## config.mk

```make
export PLATFORM = sky130hd
export DESIGN_NAME = srb_regs
export DESIGN_NICKNAME = d
export VERILOG_FILES = /design/src/srb_pkg.sv /design/src/srb_regs.sv /design/src/srb_serial_port.sv
export VERILOG_INCLUDE_DIRS = /design/src
export SDC_FILE = /design/constraint.sdc
export NUM_CORES = 1
export LEC_CHECK = 0
export BUFFER_PORTS_ARGS = -buffer_cell sky130_fd_sc_hd__buf_2
export CAP_MARGIN = 30
export CORE_MARGIN = 2
export CORE_UTILIZATION = 25
export CTS_BUF_LIST = sky130_fd_sc_hd__clkbuf_2
export DETAILED_ROUTE_END_ITERATION = 8
export PLACE_DENSITY = 0.5
export SYNTH_ARGS = -nofsm -noshare
export SYNTH_HDL_FRONTEND = slang
export SYNTH_SLANG_ARGS = --single-unit
```

## constraint.sdc

```tcl
create_clock -name i_clk -period 5.7 [get_ports i_clk]
set_input_delay 0.57 -clock i_clk [delete_from_list [all_inputs] [get_ports i_clk]]
set_output_delay 0.57 -clock i_clk [all_outputs]
set_load 0.02 [all_outputs]
```

## src/srb_defines.svh

```systemverilog
// Offsets, field positions, reset values and timing for the readback/test bank.
// Assumes inclusion by bare name; holds definitions only.
`ifndef SRB_DEFINES_SVH
`define SRB_DEFINES_SVH

// ----------------------------------------
// Register offsets (7-bit serial address)
// ----------------------------------------
`define SRB_OFF_CAL_EXTRA 7'h15
`define SRB_OFF_GPO 7'h18
`define SRB_OFF_CHIP_ID 7'h19
`define SRB_OFF_RB_LOCK 7'h1c
`define SRB_OFF_RB_GAIN 7'h1d
`define SRB_OFF_RB_STATE 7'h1e
`define SRB_OFF_TEST 7'h1f

// ----------------------------------------
// Reset values and writable masks
// ----------------------------------------
`define SRB_CAL_EXTRA_RST 16'h0010
`define SRB_CT_V_RST 5'h10
`define SRB_GPO_RST 16'h0000
`define SRB_GPO_WMASK 16'h5858
`define SRB_TEST_RST 16'h0000
`define SRB_TEST_WMASK 16'hfff0

// ----------------------------------------
// Field positions
// ----------------------------------------
`define SRB_LOCK_BIT 15
`define SRB_CT_MSB 14
`define SRB_CT_LSB 8
`define SRB_CP_MSB 7
`define SRB_CP_LSB 2
`define SRB_STATE_LSB 10
`define SRB_TEN_BIT 15
`define SRB_TEST_MUX_SELECT_MSB 14
`define SRB_TEST_MUX_SELECT_LSB 12
`define SRB_PUMP_UP_BIT 11
`define SRB_PUMP_DN_BIT 10
`define SRB_MOD_DIS_BIT 9
`define SRB_LDO_BYP_BIT 8
`define SRB_DAC_TEST_BIT 4
`define SRB_CT_V_MSB 4
`define SRB_GPO_PATH_GAP 8

// ----------------------------------------
// Serial frame timing (sclk edges) and calibration enable code
// ----------------------------------------
`define SRB_HEAD_LAST 5'd7
`define SRB_DATA_LAST 5'd23
`define SRB_FRAME_BITS 5'd24
`define SRB_CAL_ENABLED 2'b11

`endif

```

## src/srb_pkg.sv

```systemverilog
// Types shared by the readback/test register bank.
// Assumes nothing beyond a SystemVerilog compiler.
package srb_pkg;
    // Serial port frame phase, one-hot
    typedef enum logic [2:0] {
        SRB_IDLE = 3'b001,
        SRB_HEAD = 3'b010,
        SRB_DATA = 3'b100
    } srb_port_e;
endpackage : srb_pkg

```

## src/srb_regs.sv

```systemverilog
// Upper register group of a dual-path synthesizer: calibration extras,
// internal outputs, identification, readback and test controls.
// Assumes status inputs come from logic on i_clk; serial pins are asynchronous.
//
// What this block does
// - Lock bit reads 0 locked, 1 unlocked
// - Coarse readback: result if enabled, else default
// - Pump readback: result if gain cal enabled
// - Capture tuning voltage at gain cal start
// - Capture tuning voltage at gain cal end
// - Radio state machine readable at top bits
// - Test bits force pump up or down, only while test enable is set
// - Modulator disable makes divider integer only
// - Test enable and test mux select
// - Internal outputs follow the active path
// - Path 2 coarse voltage, resets to 16
// - Fixed part and revision identification word
// - Enable 11 means on, 00 off
`timescale 1ns/1ps
`include "srb_defines.svh"
module srb_regs import srb_pkg::*; #(
    parameter logic [7:0] PART_ID = 8'h5a, // Arbitrary value
    parameter logic [7:0] REV_ID = 8'h01, // Arbitrary value
    parameter int CT_W = 7,
    parameter int CP_W = 6,
    parameter int VOLT_W = 8,
    parameter int STATE_W = 6
) (
    // Clock and reset
    input wire logic i_clk,
    input wire logic i_rst_n,
    // Serial pins
    input wire logic i_ser_clk,
    input wire logic i_ser_data,
    input wire logic i_ser_sel_n,
    output logic o_ser_data,
    output logic o_ser_data_oe,
    // Path selection and calibration settings from the lower registers
    input wire logic i_path2_active,
    input wire logic [1:0] i_p1_coarse_tune_enable,
    input wire logic [1:0] i_p2_coarse_tune_enable,
    input wire logic [1:0] i_p1_tuning_gain_cal_enable,
    input wire logic [1:0] i_p2_tuning_gain_cal_enable,
    input wire logic [CT_W-1:0] i_p1_coarse_tune_default,
    input wire logic [CT_W-1:0] i_p2_coarse_tune_default,
    input wire logic [CP_W-1:0] i_p1_pump_current_default,
    input wire logic [CP_W-1:0] i_p2_pump_current_default,
    // Calibration engine and loop status
    input wire logic i_loop_locked,
    input wire logic [CT_W-1:0] i_coarse_tune_result,
    input wire logic [CP_W-1:0] i_pump_current_result,
    input wire logic i_gain_cal_start,
    input wire logic i_gain_cal_end,
    input wire logic [VOLT_W-1:0] i_tune_voltage,
    input wire logic [STATE_W-1:0] i_radio_fsm_state,
    // Calibration extras
    output logic [10:0] o_path2_phase_adjust,
    output logic [4:0] o_path2_coarse_cal_voltage,
    // Internal control outputs 1, 3, 4
    output logic [2:0] o_internal_out,
    // Test controls
    output logic o_test_operation_enable,
    output logic [2:0] o_test_mux_select,
    output logic o_force_pump_up,
    output logic o_force_pump_down,
    output logic o_modulator_disable,
    output logic o_regulator_bypass,
    output logic o_dac_test
);
    // ----------------------------------------
    // Serial access
    // ----------------------------------------
    logic [6:0] addr; // Frame address
    logic wr; // One-cycle write strobe
    logic [15:0] wdata;
    logic [15:0] rdata; // Read mux into serial shifter

    srb_serial_port u_port (
        .i_clk(i_clk),
        .i_rst_n(i_rst_n),
        .i_ser_clk(i_ser_clk),
        .i_ser_data(i_ser_data),
        .i_ser_sel_n(i_ser_sel_n),
        .o_ser_data(o_ser_data),
        .o_ser_data_oe(o_ser_data_oe),
        .o_addr(addr),
        .o_wr(wr),
        .o_wdata(wdata),
        .i_rdata(rdata)
    );

    // ----------------------------------------
    // Control registers
    // ----------------------------------------
    logic [15:0] cal_extra_ff; // Phase adjust and coarse voltage
    logic [15:0] gpo_ff; // Per-path internal output settings
    logic [15:0] test_ff; // Test mode controls

    // Writable registers hold until rewritten; unused bits stay zero, except test bits 7:5, which are stored and read back
    always_ff @(posedge i_clk) begin
        if (!i_rst_n) begin
            cal_extra_ff <= `SRB_CAL_EXTRA_RST;
            gpo_ff <= `SRB_GPO_RST;
            test_ff <= `SRB_TEST_RST;
        end else if (wr) begin
            case (addr)
                `SRB_OFF_CAL_EXTRA: cal_extra_ff <= wdata;
                `SRB_OFF_GPO: gpo_ff <= wdata & `SRB_GPO_WMASK;
                `SRB_OFF_TEST: test_ff <= wdata & `SRB_TEST_WMASK;
                default: ; // Readback and unmapped: write dropped
            endcase
        end
    end

    assign o_path2_phase_adjust = cal_extra_ff[15:5];
    assign o_path2_coarse_cal_voltage = cal_extra_ff[`SRB_CT_V_MSB:0];

    // ----------------------------------------
    // Test outputs
    // ----------------------------------------
    // Pump forcing only acts in test operation so a stray bit cannot
    // drag the loop off lock in normal use
    assign o_test_operation_enable = test_ff[`SRB_TEN_BIT];
    assign o_test_mux_select = test_ff[`SRB_TEST_MUX_SELECT_MSB:`SRB_TEST_MUX_SELECT_LSB];
    assign o_force_pump_up = test_ff[`SRB_TEN_BIT] & test_ff[`SRB_PUMP_UP_BIT];
    assign o_force_pump_down = test_ff[`SRB_TEN_BIT] & test_ff[`SRB_PUMP_DN_BIT];
    assign o_modulator_disable = test_ff[`SRB_MOD_DIS_BIT];
    assign o_regulator_bypass = test_ff[`SRB_LDO_BYP_BIT];
    assign o_dac_test = test_ff[`SRB_DAC_TEST_BIT];

    // ----------------------------------------
    // Internal outputs per active path
    // ----------------------------------------
    localparam logic [3:0] GPO_P1_POS [3] = '{4'd14, 4'd12, 4'd11};
    logic [2:0] int_out_ff;

    // Path 2 copy of each setting sits a fixed gap below path 1
    for (genvar k = 0; k < 3; k++) begin : g_int_out
        always_ff @(posedge i_clk) begin
            if (!i_rst_n) begin
                int_out_ff[k] <= 1'b0;
            end else if (i_path2_active) begin
                int_out_ff[k] <= gpo_ff[GPO_P1_POS[k] - `SRB_GPO_PATH_GAP];
            end else begin
                int_out_ff[k] <= gpo_ff[GPO_P1_POS[k]];
            end
        end
    end
    assign o_internal_out = int_out_ff;

    // ----------------------------------------
    // Gain calibration voltage capture
    // ----------------------------------------
    logic [VOLT_W-1:0] vstart_ff; // Voltage at calibration start
    logic [VOLT_W-1:0] vend_ff; // Voltage at calibration end

    // Each capture holds until the next calibration overwrites it
    always_ff @(posedge i_clk) begin
        if (!i_rst_n) begin
            vstart_ff <= '0;
            vend_ff <= '0;
        end else begin
            if (i_gain_cal_start) begin
                vstart_ff <= i_tune_voltage;
            end
            if (i_gain_cal_end) begin
                vend_ff <= i_tune_voltage;
            end
        end
    end

    // ----------------------------------------
    // Readback selection
    // ----------------------------------------
    logic ct_on; // Active path coarse tune enabled
    logic kv_on; // Active path gain calibration enabled
    logic [CT_W-1:0] ct_rb;
    logic [CP_W-1:0] cp_rb;

    // Only the 11 code enables; any other code falls back to the default
    assign ct_on = (i_path2_active ? i_p2_coarse_tune_enable
        : i_p1_coarse_tune_enable) == `SRB_CAL_ENABLED;
    assign kv_on = (i_path2_active ? i_p2_tuning_gain_cal_enable
        : i_p1_tuning_gain_cal_enable) == `SRB_CAL_ENABLED;
    assign ct_rb = ct_on ? i_coarse_tune_result
        : (i_path2_active ? i_p2_coarse_tune_default : i_p1_coarse_tune_default);
    assign cp_rb = kv_on ? i_pump_current_result
        : (i_path2_active ? i_p2_pump_current_default : i_p1_pump_current_default);

    // Combinational mux; the serial port latches it once the header ends
    always_comb begin
        rdata = 16'h0000;
        case (addr)
            `SRB_OFF_CAL_EXTRA: rdata = cal_extra_ff;
            `SRB_OFF_GPO: rdata = gpo_ff;
            `SRB_OFF_CHIP_ID: rdata = {PART_ID, REV_ID};
            `SRB_OFF_RB_LOCK: rdata = {~i_loop_locked, ct_rb, cp_rb, 2'b00};
            `SRB_OFF_RB_GAIN: rdata = {vstart_ff, vend_ff};
            `SRB_OFF_RB_STATE: rdata = {i_radio_fsm_state, 10'h000};
            `SRB_OFF_TEST: rdata = test_ff;
            default: rdata = 16'h0000; // Unmapped reads as zero
        endcase
    end
endmodule : srb_regs

```

## src/srb_serial_port.sv

```systemverilog
// Three-wire serial slave: R/W bit, 7-bit address, 16 data bits, MSB first.
// Assumes pins are asynchronous and sclk phases last at least 4 i_clk cycles.
`timescale 1ns/1ps
`include "srb_defines.svh"
module srb_serial_port import srb_pkg::*; (
    // Clock and reset
    input wire logic i_clk,
    input wire logic i_rst_n,
    // Serial pins
    input wire logic i_ser_clk,
    input wire logic i_ser_data,
    input wire logic i_ser_sel_n,
    output logic o_ser_data,
    output logic o_ser_data_oe,
    // Register side
    output logic [6:0] o_addr,
    output logic o_wr,
    output logic [15:0] o_wdata,
    input wire logic [15:0] i_rdata
);
    // ----------------------------------------
    // Pin synchronisers
    // ----------------------------------------
    logic [1:0] sclk_sy_ff; // Stage 0 feeds stage 1 only
    logic [1:0] sdat_sy_ff;
    logic [1:0] sel_sy_ff;
    logic sclk_d_ff; // Previous synced sclk for edges
    logic rise;
    logic fall;
    logic framed;

    // Two flops per pin before any logic looks at it
    always_ff @(posedge i_clk) begin
        if (!i_rst_n) begin
            sclk_sy_ff <= 2'h0;
            sdat_sy_ff <= 2'h0;
            sel_sy_ff <= 2'h3;
            sclk_d_ff <= 1'b0;
        end else begin
            sclk_sy_ff <= {sclk_sy_ff[0], i_ser_clk};
            sdat_sy_ff <= {sdat_sy_ff[0], i_ser_data};
            sel_sy_ff <= {sel_sy_ff[0], i_ser_sel_n};
            sclk_d_ff <= sclk_sy_ff[1];
        end
    end

    assign rise = sclk_sy_ff[1] & ~sclk_d_ff;
    assign fall = ~sclk_sy_ff[1] & sclk_d_ff;
    assign framed = ~sel_sy_ff[1];

    // ----------------------------------------
    // Frame sequencing
    // ----------------------------------------
    srb_port_e state_ff;
    logic [4:0] cnt_ff; // Rising sclk edges seen in frame
    logic [7:0] head_ff; // R/W bit then address
    logic [15:0] data_ff; // Shared write/read shifter
    logic load_ff; // Header just completed
    logic oe_ff;
    logic wr_ff;

    // Phase tracking; deselect aborts anywhere
    always_ff @(posedge i_clk) begin
        if (!i_rst_n || !framed) begin
            state_ff <= SRB_IDLE;
        end else begin
            case (state_ff)
                SRB_IDLE: state_ff <= SRB_HEAD;
                SRB_HEAD: begin
                    if (rise && cnt_ff == `SRB_HEAD_LAST) begin
                        state_ff <= SRB_DATA;
                    end
                end
                SRB_DATA: state_ff <= SRB_DATA;
                default: state_ff <= SRB_IDLE;
            endcase
        end
    end

    // Edge counter saturates so extra clocks do nothing
    always_ff @(posedge i_clk) begin
        if (!i_rst_n || state_ff == SRB_IDLE) begin
            cnt_ff <= 5'h0;
        end else if (rise && cnt_ff != `SRB_FRAME_BITS) begin
            cnt_ff <= cnt_ff + 5'h1;
        end
    end

    // Header capture
    always_ff @(posedge i_clk) begin
        if (!i_rst_n) begin
            head_ff <= 8'h0;
            load_ff <= 1'b0;
        end else begin
            load_ff <= (state_ff == SRB_HEAD) && rise && (cnt_ff == `SRB_HEAD_LAST);
            if (state_ff == SRB_HEAD && rise) begin
                head_ff <= {head_ff[6:0], sdat_sy_ff[1]};
            end
        end
    end

    // Data shifter: shift in on rise for writes, shift out on fall for reads.
    // The fall right after the header is skipped so bit 15 meets the 9th rise.
    always_ff @(posedge i_clk) begin
        if (!i_rst_n) begin
            data_ff <= 16'h0;
        end else if (load_ff && head_ff[7]) begin
            data_ff <= i_rdata;
        end else if (state_ff == SRB_DATA && !head_ff[7] && rise) begin
            data_ff <= {data_ff[14:0], sdat_sy_ff[1]};
        end else if (state_ff == SRB_DATA && head_ff[7] && fall && cnt_ff > 5'd8) begin
            data_ff <= {data_ff[14:0], 1'b0};
        end
    end

    // Drive enable and write strobe
    always_ff @(posedge i_clk) begin
        if (!i_rst_n || !framed) begin
            oe_ff <= 1'b0;
            wr_ff <= 1'b0;
        end else begin
            if (load_ff && head_ff[7]) begin
                oe_ff <= 1'b1;
            end
            wr_ff <= (state_ff == SRB_DATA) && !head_ff[7] && rise
                && (cnt_ff == `SRB_DATA_LAST);
        end
    end

    assign o_ser_data = data_ff[15];
    assign o_ser_data_oe = oe_ff;
    assign o_addr = head_ff[6:0];
    assign o_wr = wr_ff;
    assign o_wdata = data_ff;
endmodule : srb_serial_port

```

; Word-level counts from Yosys, hierarchy flattened
; Cells that the tools add are included.
[classes]
add_sub_neg = 1
mul = 0
n_div = 0
n_lt_le_gt_ge = 1
eq_ne = 16
shift = 0
muxes = 15
n_bitwise = 7
reduce_logical = 19
[ops]
columns = cell, n
row1 = $pmux W16 S7, 1
row2 = $eq A7 B5 Y1 const B, 7
row3 = $mux W16, 3
row4 = $mux W7, 2
row5 = $mux W6, 2
row6 = $logic_and A1 B1 Y1, 11
row7 = $pmux W3 S3, 1
row8 = $reduce_and A2 Y1, 3
row9 = $add A5 B1 Y5 const B, 1
row10 = $eq A5 B3 Y1 const B, 1
row11 = $eq A5 B5 Y1 const B, 1
row12 = $gt A5 B4 Y1 const B, 1
row13 = $ne A5 B5 Y1 const B, 1
row14 = $and A1 B1 Y1, 4
row15 = $eq A2 B2 Y1 const B, 2
row16 = $mux W2, 2
row17 = $eq A3 B1 Y1 const B, 1
row18 = $eq A3 B2 Y1 const B, 1
row19 = $eq A3 B3 Y1 const B, 1
row20 = $mux W1, 3
row21 = $mux W3, 1
row22 = $not A1 Y1, 3
row23 = $reduce_bool A3 Y1, 1
row24 = $logic_not A1 Y1, 2
row25 = other kinds (2), 3
[totals]
reg_bits = 95
latch_bits = 0
ram_bits = 0
rom_bits = 0
input_bits = 70
out_inout_bits = 30
word_cells = 78
memories = 0

; Longest topological paths before layout
[depth]
depth_word = 7
depth_mapped = 8
mapped_depth_nobuf = 7

; Hierarchy
; From an unflattened synthesis, not the netlist that was laid out.
[unflattened]
hier_cells = 533
area_unflattened_um2 = 4877.2
[by_module_without_submodules]
columns = mod, n_inst, cells_each, area_per_inst_um2, seq_area_each_um2
row1 = srb_regs, 1, 353, 3090.5, 1061.0
row2 = srb_serial_port, 1, 180, 1786.7, 840.8

; Worst setup path before layout
; OpenSTA, ideal clock, no wires.
[synth_path]
kind = register -> register
start = reg u_port.cnt_ff[0]
end = reg u_port.data_ff[8], in the netlist u_port.o_wdata[8]
setup_ns = 0.095
arrival_time_ns = 1.802
required_time_ns = 5.605
setup_slack_ns = 3.803
path_stages_with_launch = 9
n_path_buf = 1
synth_period_minus_slack_ns = 1.897
cell_sequence = dfxtp_1 inv_1 ha_1 nor2b_1 nor4b_2 o21ai_2 buf_2 mux2i_1 a221oi_1
[synth_via]
elab_chain_cells = 3
[synth_rtl]
columns = item, line_no
row1 = start: declaration, srb_serial_port.sv:55  ; logic [4:0] cnt_ff;
row2 = start signal: assignment, srb_serial_port.sv:85  ; cnt_ff <= cnt_ff + 5'h1;
row3 = $gt A5 B4 Y1, srb_serial_port.sv:111  ; end else if (state_ff == SRB_DATA && head_ff[7] && fall && cnt_ff > 5'd8) begin
row4 = $logic_and A1 B1 Y1, srb_serial_port.sv:111
row5 = $reduce_bool A3 Y1 (no source line), n/a
row6 = end signal: assignment, srb_serial_port.sv:108  ; data_ff <= i_rdata;
row7 = end signal: assignment, srb_serial_port.sv:110  ; data_ff <= {data_ff[14:0], sdat_sy_ff[1]};
row8 = end signal: assignment, srb_serial_port.sv:112  ; data_ff <= {data_ff[14:0], 1'b0};
row9 = end: declaration, srb_serial_port.sv:57  ; logic [15:0] data_ff;
; No other way between the ends.
; A chain may end at the register's enable or synchronous reset.

; Final worst setup path
[layout_path]
start = reg u_port.head_ff[3]
end = reg u_port.data_ff[6], in the netlist u_port.o_wdata[6]
[layout_via]
elab_chain_cells = 3
elab_cells_between_ends = 9
classes_between = eq/ne: 7 / mux: 2
[layout_rtl]
columns = item, line_no
row1 = start: declaration, srb_serial_port.sv:56  ; logic [7:0] head_ff;
row2 = start signal: assignment, srb_serial_port.sv:97  ; head_ff <= {head_ff[6:0], sdat_sy_ff[1]};
row3 = $eq A7 B5 Y1, srb_regs.sv:193  ; case (addr)
row4 = $pmux W16 S7 (*), srb_regs.sv:193
row5 = $mux W16 (*), srb_serial_port.sv:107  ; end else if (load_ff && head_ff[7]) begin
; Mark *: on every way between the ends. The rest lies on a longest branch, timed or not.

==> reports/metrics.cfg <==
[run_status]
status = finished, final reports clean

[critical_path]
cp-start-kind = flip-flop
crit_chain = buf_4, nand2_1, a311oi_1, and2_1, o21ai_0, a2bb2oi_1
cp-end-kind = flip-flop
arrival_ns = 3.15
cp_slowest_cell = dfxtp_1
worstSetupPathType = reg -> reg
startpoint = u_port.head_ff[3]$_SDFFE_PN0P_
r2r-start = u_port.head_ff[3]$_SDFFE_PN0P_
path_max_fanout = 19
cpPeakStageDelay_ns = 0.72
required_ns = 6.29

[synth]
async_flop_share_pct = 0
synth_compound_area_share_pct = 16.58
synth-simple-area-share_pct = 22.81
avgSynthCellArea_um2 = 8.553
synth_area_um2 = 4678
synth_seq_area_share_pct = 40.65
ys_types = 61
synth-adder-area-share_pct = 0.5349
synth_top_family_by_area = simple AND/OR/NAND/NOR gates
ys_warn_count = 0
netlist_instances = 547
ys_ff_latch = 95
synth_xor_area_share_pct = 0.7489
muxShareOfSynthArea_pct = 13.72
synth_fp_nets = 619
ys.flop_type = dfxtp_1
synth_edf_count = 0

[timing]
fmax_mhz = 390.9
setup_violations = 0
timing.hold.ws_ns = 0.1373
post-route-period-util_pct = 44.88
tightest_slew_ns = 0.8496
finalSetupTns_ns = 0
hold_viol = 0
rsz0062_at_grt = false
skew_ns = 0.03571
fin_crit_ns = 2.558
slew_headroom_pct = 43.36
slew_violations = 0

[final_layout]
n_antenna_cell = 0
final_nets = 695
final_cell_mix = 99 x buf_2, 95 x dfxtp_1, 80 x nand2_1
seqCellArea_um2 = 1902
areaGrowthSynthToFinish_pct = 15.22
drive_gt1_share_pct = 21.34
layoutNonFillerInstCount = 862
layout_commonest_cell = buf_2
n_fill_cell = 2025
multi_input_area_um2 = 2545

[pwr]
power_uw = 1070
power_frac_clock_pct = 28.5
power_density_nw_per_um2 = 198.6
p_sw_uw = 294.2
switching_share_pct = 27.49
ir_worst_vdd_uv = 111.2
p_int_uw = 776.1
combPwrFrac_pct = 7.6
power_frac_seq_pct = 63.8
p_leak_uw = 0.002095

[die]
die_h_um = 140.8
start_util_pct = 25.26
core_um2 = 18520
io-pin-count = 100
row_count = 50
dieArea_um2 = 19820
die_x_um = 140.8

[placed_design]
io_buffers = 99
gp_congestion = 0.8409
dp_hpwl_um = 11030
place_inst = 845

[clock_tree]
numCtsBuffers = 9
clk_latency_ns = 0.62
clk_pin_slew_ns = 0.28
cts_tree = yes
htreeDepth = 3
hold_buffers = 0
cts_root_buffer = clkbuf_2
cts_buffer_depth = 2
cts_setup_buffers = 0
numClockSinks = 95
post_cts_resized = 0

[grt]
grt_antenna_before_repair = 0
grt_overflow = 0
grt_max_degree = 46
grt_use_total_pct = 14.99
grt_pass1_vias = 4095
grt_pass1_wl_um = 22960

[routing]
drt_iter0_drc = 241
drc = 0
ant_nets = 0
vias_per_cell = 4.957
vias = 4273
drt-pass1-iter-count = 5
avgRoutedWirePerCell_um = 17.31
wirelength_um = 14930

[job]
max_cap_viol_count = 0

[worst_hold_path]
hp-start = i_ser_sel_n
hold_path_class = in -> reg

[registers in the layout, indices dropped and copies added (netlist names)]
name	count
test_ff	12
cal_extra_ff	16
u_port.sclk_d_ff	1
o_internal_out	3
u_port.head_ff	8
u_port.sdat_sy_ff	2
vstart_ff	8
u_port.cnt_ff	5
u_port.o_wr	1
u_port.o_ser_data_oe	1
vend_ff	8
u_port.sel_sy_ff	2
u_port.load_ff	1
u_port.sclk_sy_ff	2
u_port.o_wdata	16
u_port.state_ff	3
gpo_ff	6
[worst max-delay path: cells and delay by family, from the launching register on]
| family | cells | cell delay [ns] |
|---|---|---|
| AO/OA/AOI/OAI | 3 | 0.92 |
| AND/OR/NAND/NOR | 2 | 0.53 |
| flip-flops | 1 | 0.72 |
| buffers and inverters | 1 | 0.36 |
[layer usage]
layer  GRT usage (%)  share of wire (%)  up-vias
li1                -                  -     2119
met1           19.78                 46     1998
met2           24.88                 46      140
met3           3.499                6.1       16
met4           3.632                1.5        0
met5               0                  0        -
[cell usage after synthesis (8+ instances only)]
cell | number | share of area [%]
nand3_1 | 31 | 3.3
a21oi_1 | 48 | 5.1
mux2_2 | 9 | 2.2
nor2_1 | 47 | 3.8
a211oi_1 | 16 | 2.6
and2_1 | 11 | 1.5
clkbuf_1 | 16 | 1.3
nand4_1 | 8 | 1.1
dfxtp_1 | 95 | 41
mux2i_1 | 54 | 12
o21ai_0 | 10 | 1.1
buf_2 | 11 | 1.2
nand2b_1 | 8 | 1.1
nand2_1 | 80 | 6.4
and3_1 | 8 | 1.1
[metrics by stage]
stage,util (%),cell area (um2),setup WS [ns]
global placement,28.53,5284,3.257
floorplan,-,4678,3.803
finish,29.11,5390,3.142
detailed placement,28.53,5284,3.210
global route,29.11,5390,2.951
CTS,29.05,5379,3.176
[worst paths after layout]
| path | slack [ns] | to | depth (start not counted) |
|---|---|---|---|
| setup reg to reg | 3.14 | u_port.o_wdata[6]$_SDFFE_PN0P_ | 6 |
| hold reg to reg | 0.44 | u_port.sel_sy_ff[1]$_SDFF_PN1_ | 1 |
| setup / recovery | 3.14 | u_port.o_wdata[6]$_SDFFE_PN0P_ | 6 |
| hold / removal | 0.14 | u_port.sel_sy_ff[0]$_SDFF_PN1_ | 2 |
[logic make-up (layout without fill, tap and decap cells)]
| kind of cell | after synthesis | after routing |
|---|---|---|
| AOI/OAI and AO/OA | 120 | 120 |
| adders and majority gates | 2 | 2 |
| and+or+nand+nor | 218 | 218 |
| muxes | 63 | 63 |
| DFF | 95 | 95 |
| buffers and inverters | 45 | 126 |
| xor gates and xnor gates | 4 | 4 |
[power by group through the flow]
stage                     clock [uW]  combinational [uW]  sequential [uW]
final                            306                81.8              683
after global routing             339                91.4              685
after CTS                        321                82.5              684
after detailed placement           0                81.9              695
after global placement             0                82.8              695
after floorplan                    0                46.3              691
[area by class of cell]
type                       count  area share (%)
multi-input combinational    407           47.21
clock inverter                 6          0.8357
timing repair buffer         103           9.819
inverter                       7          0.4875
sequential                    95           35.28
clock buffer                  10          0.9285
tap                          234           5.432
Power figures use the tool's default switching activity.
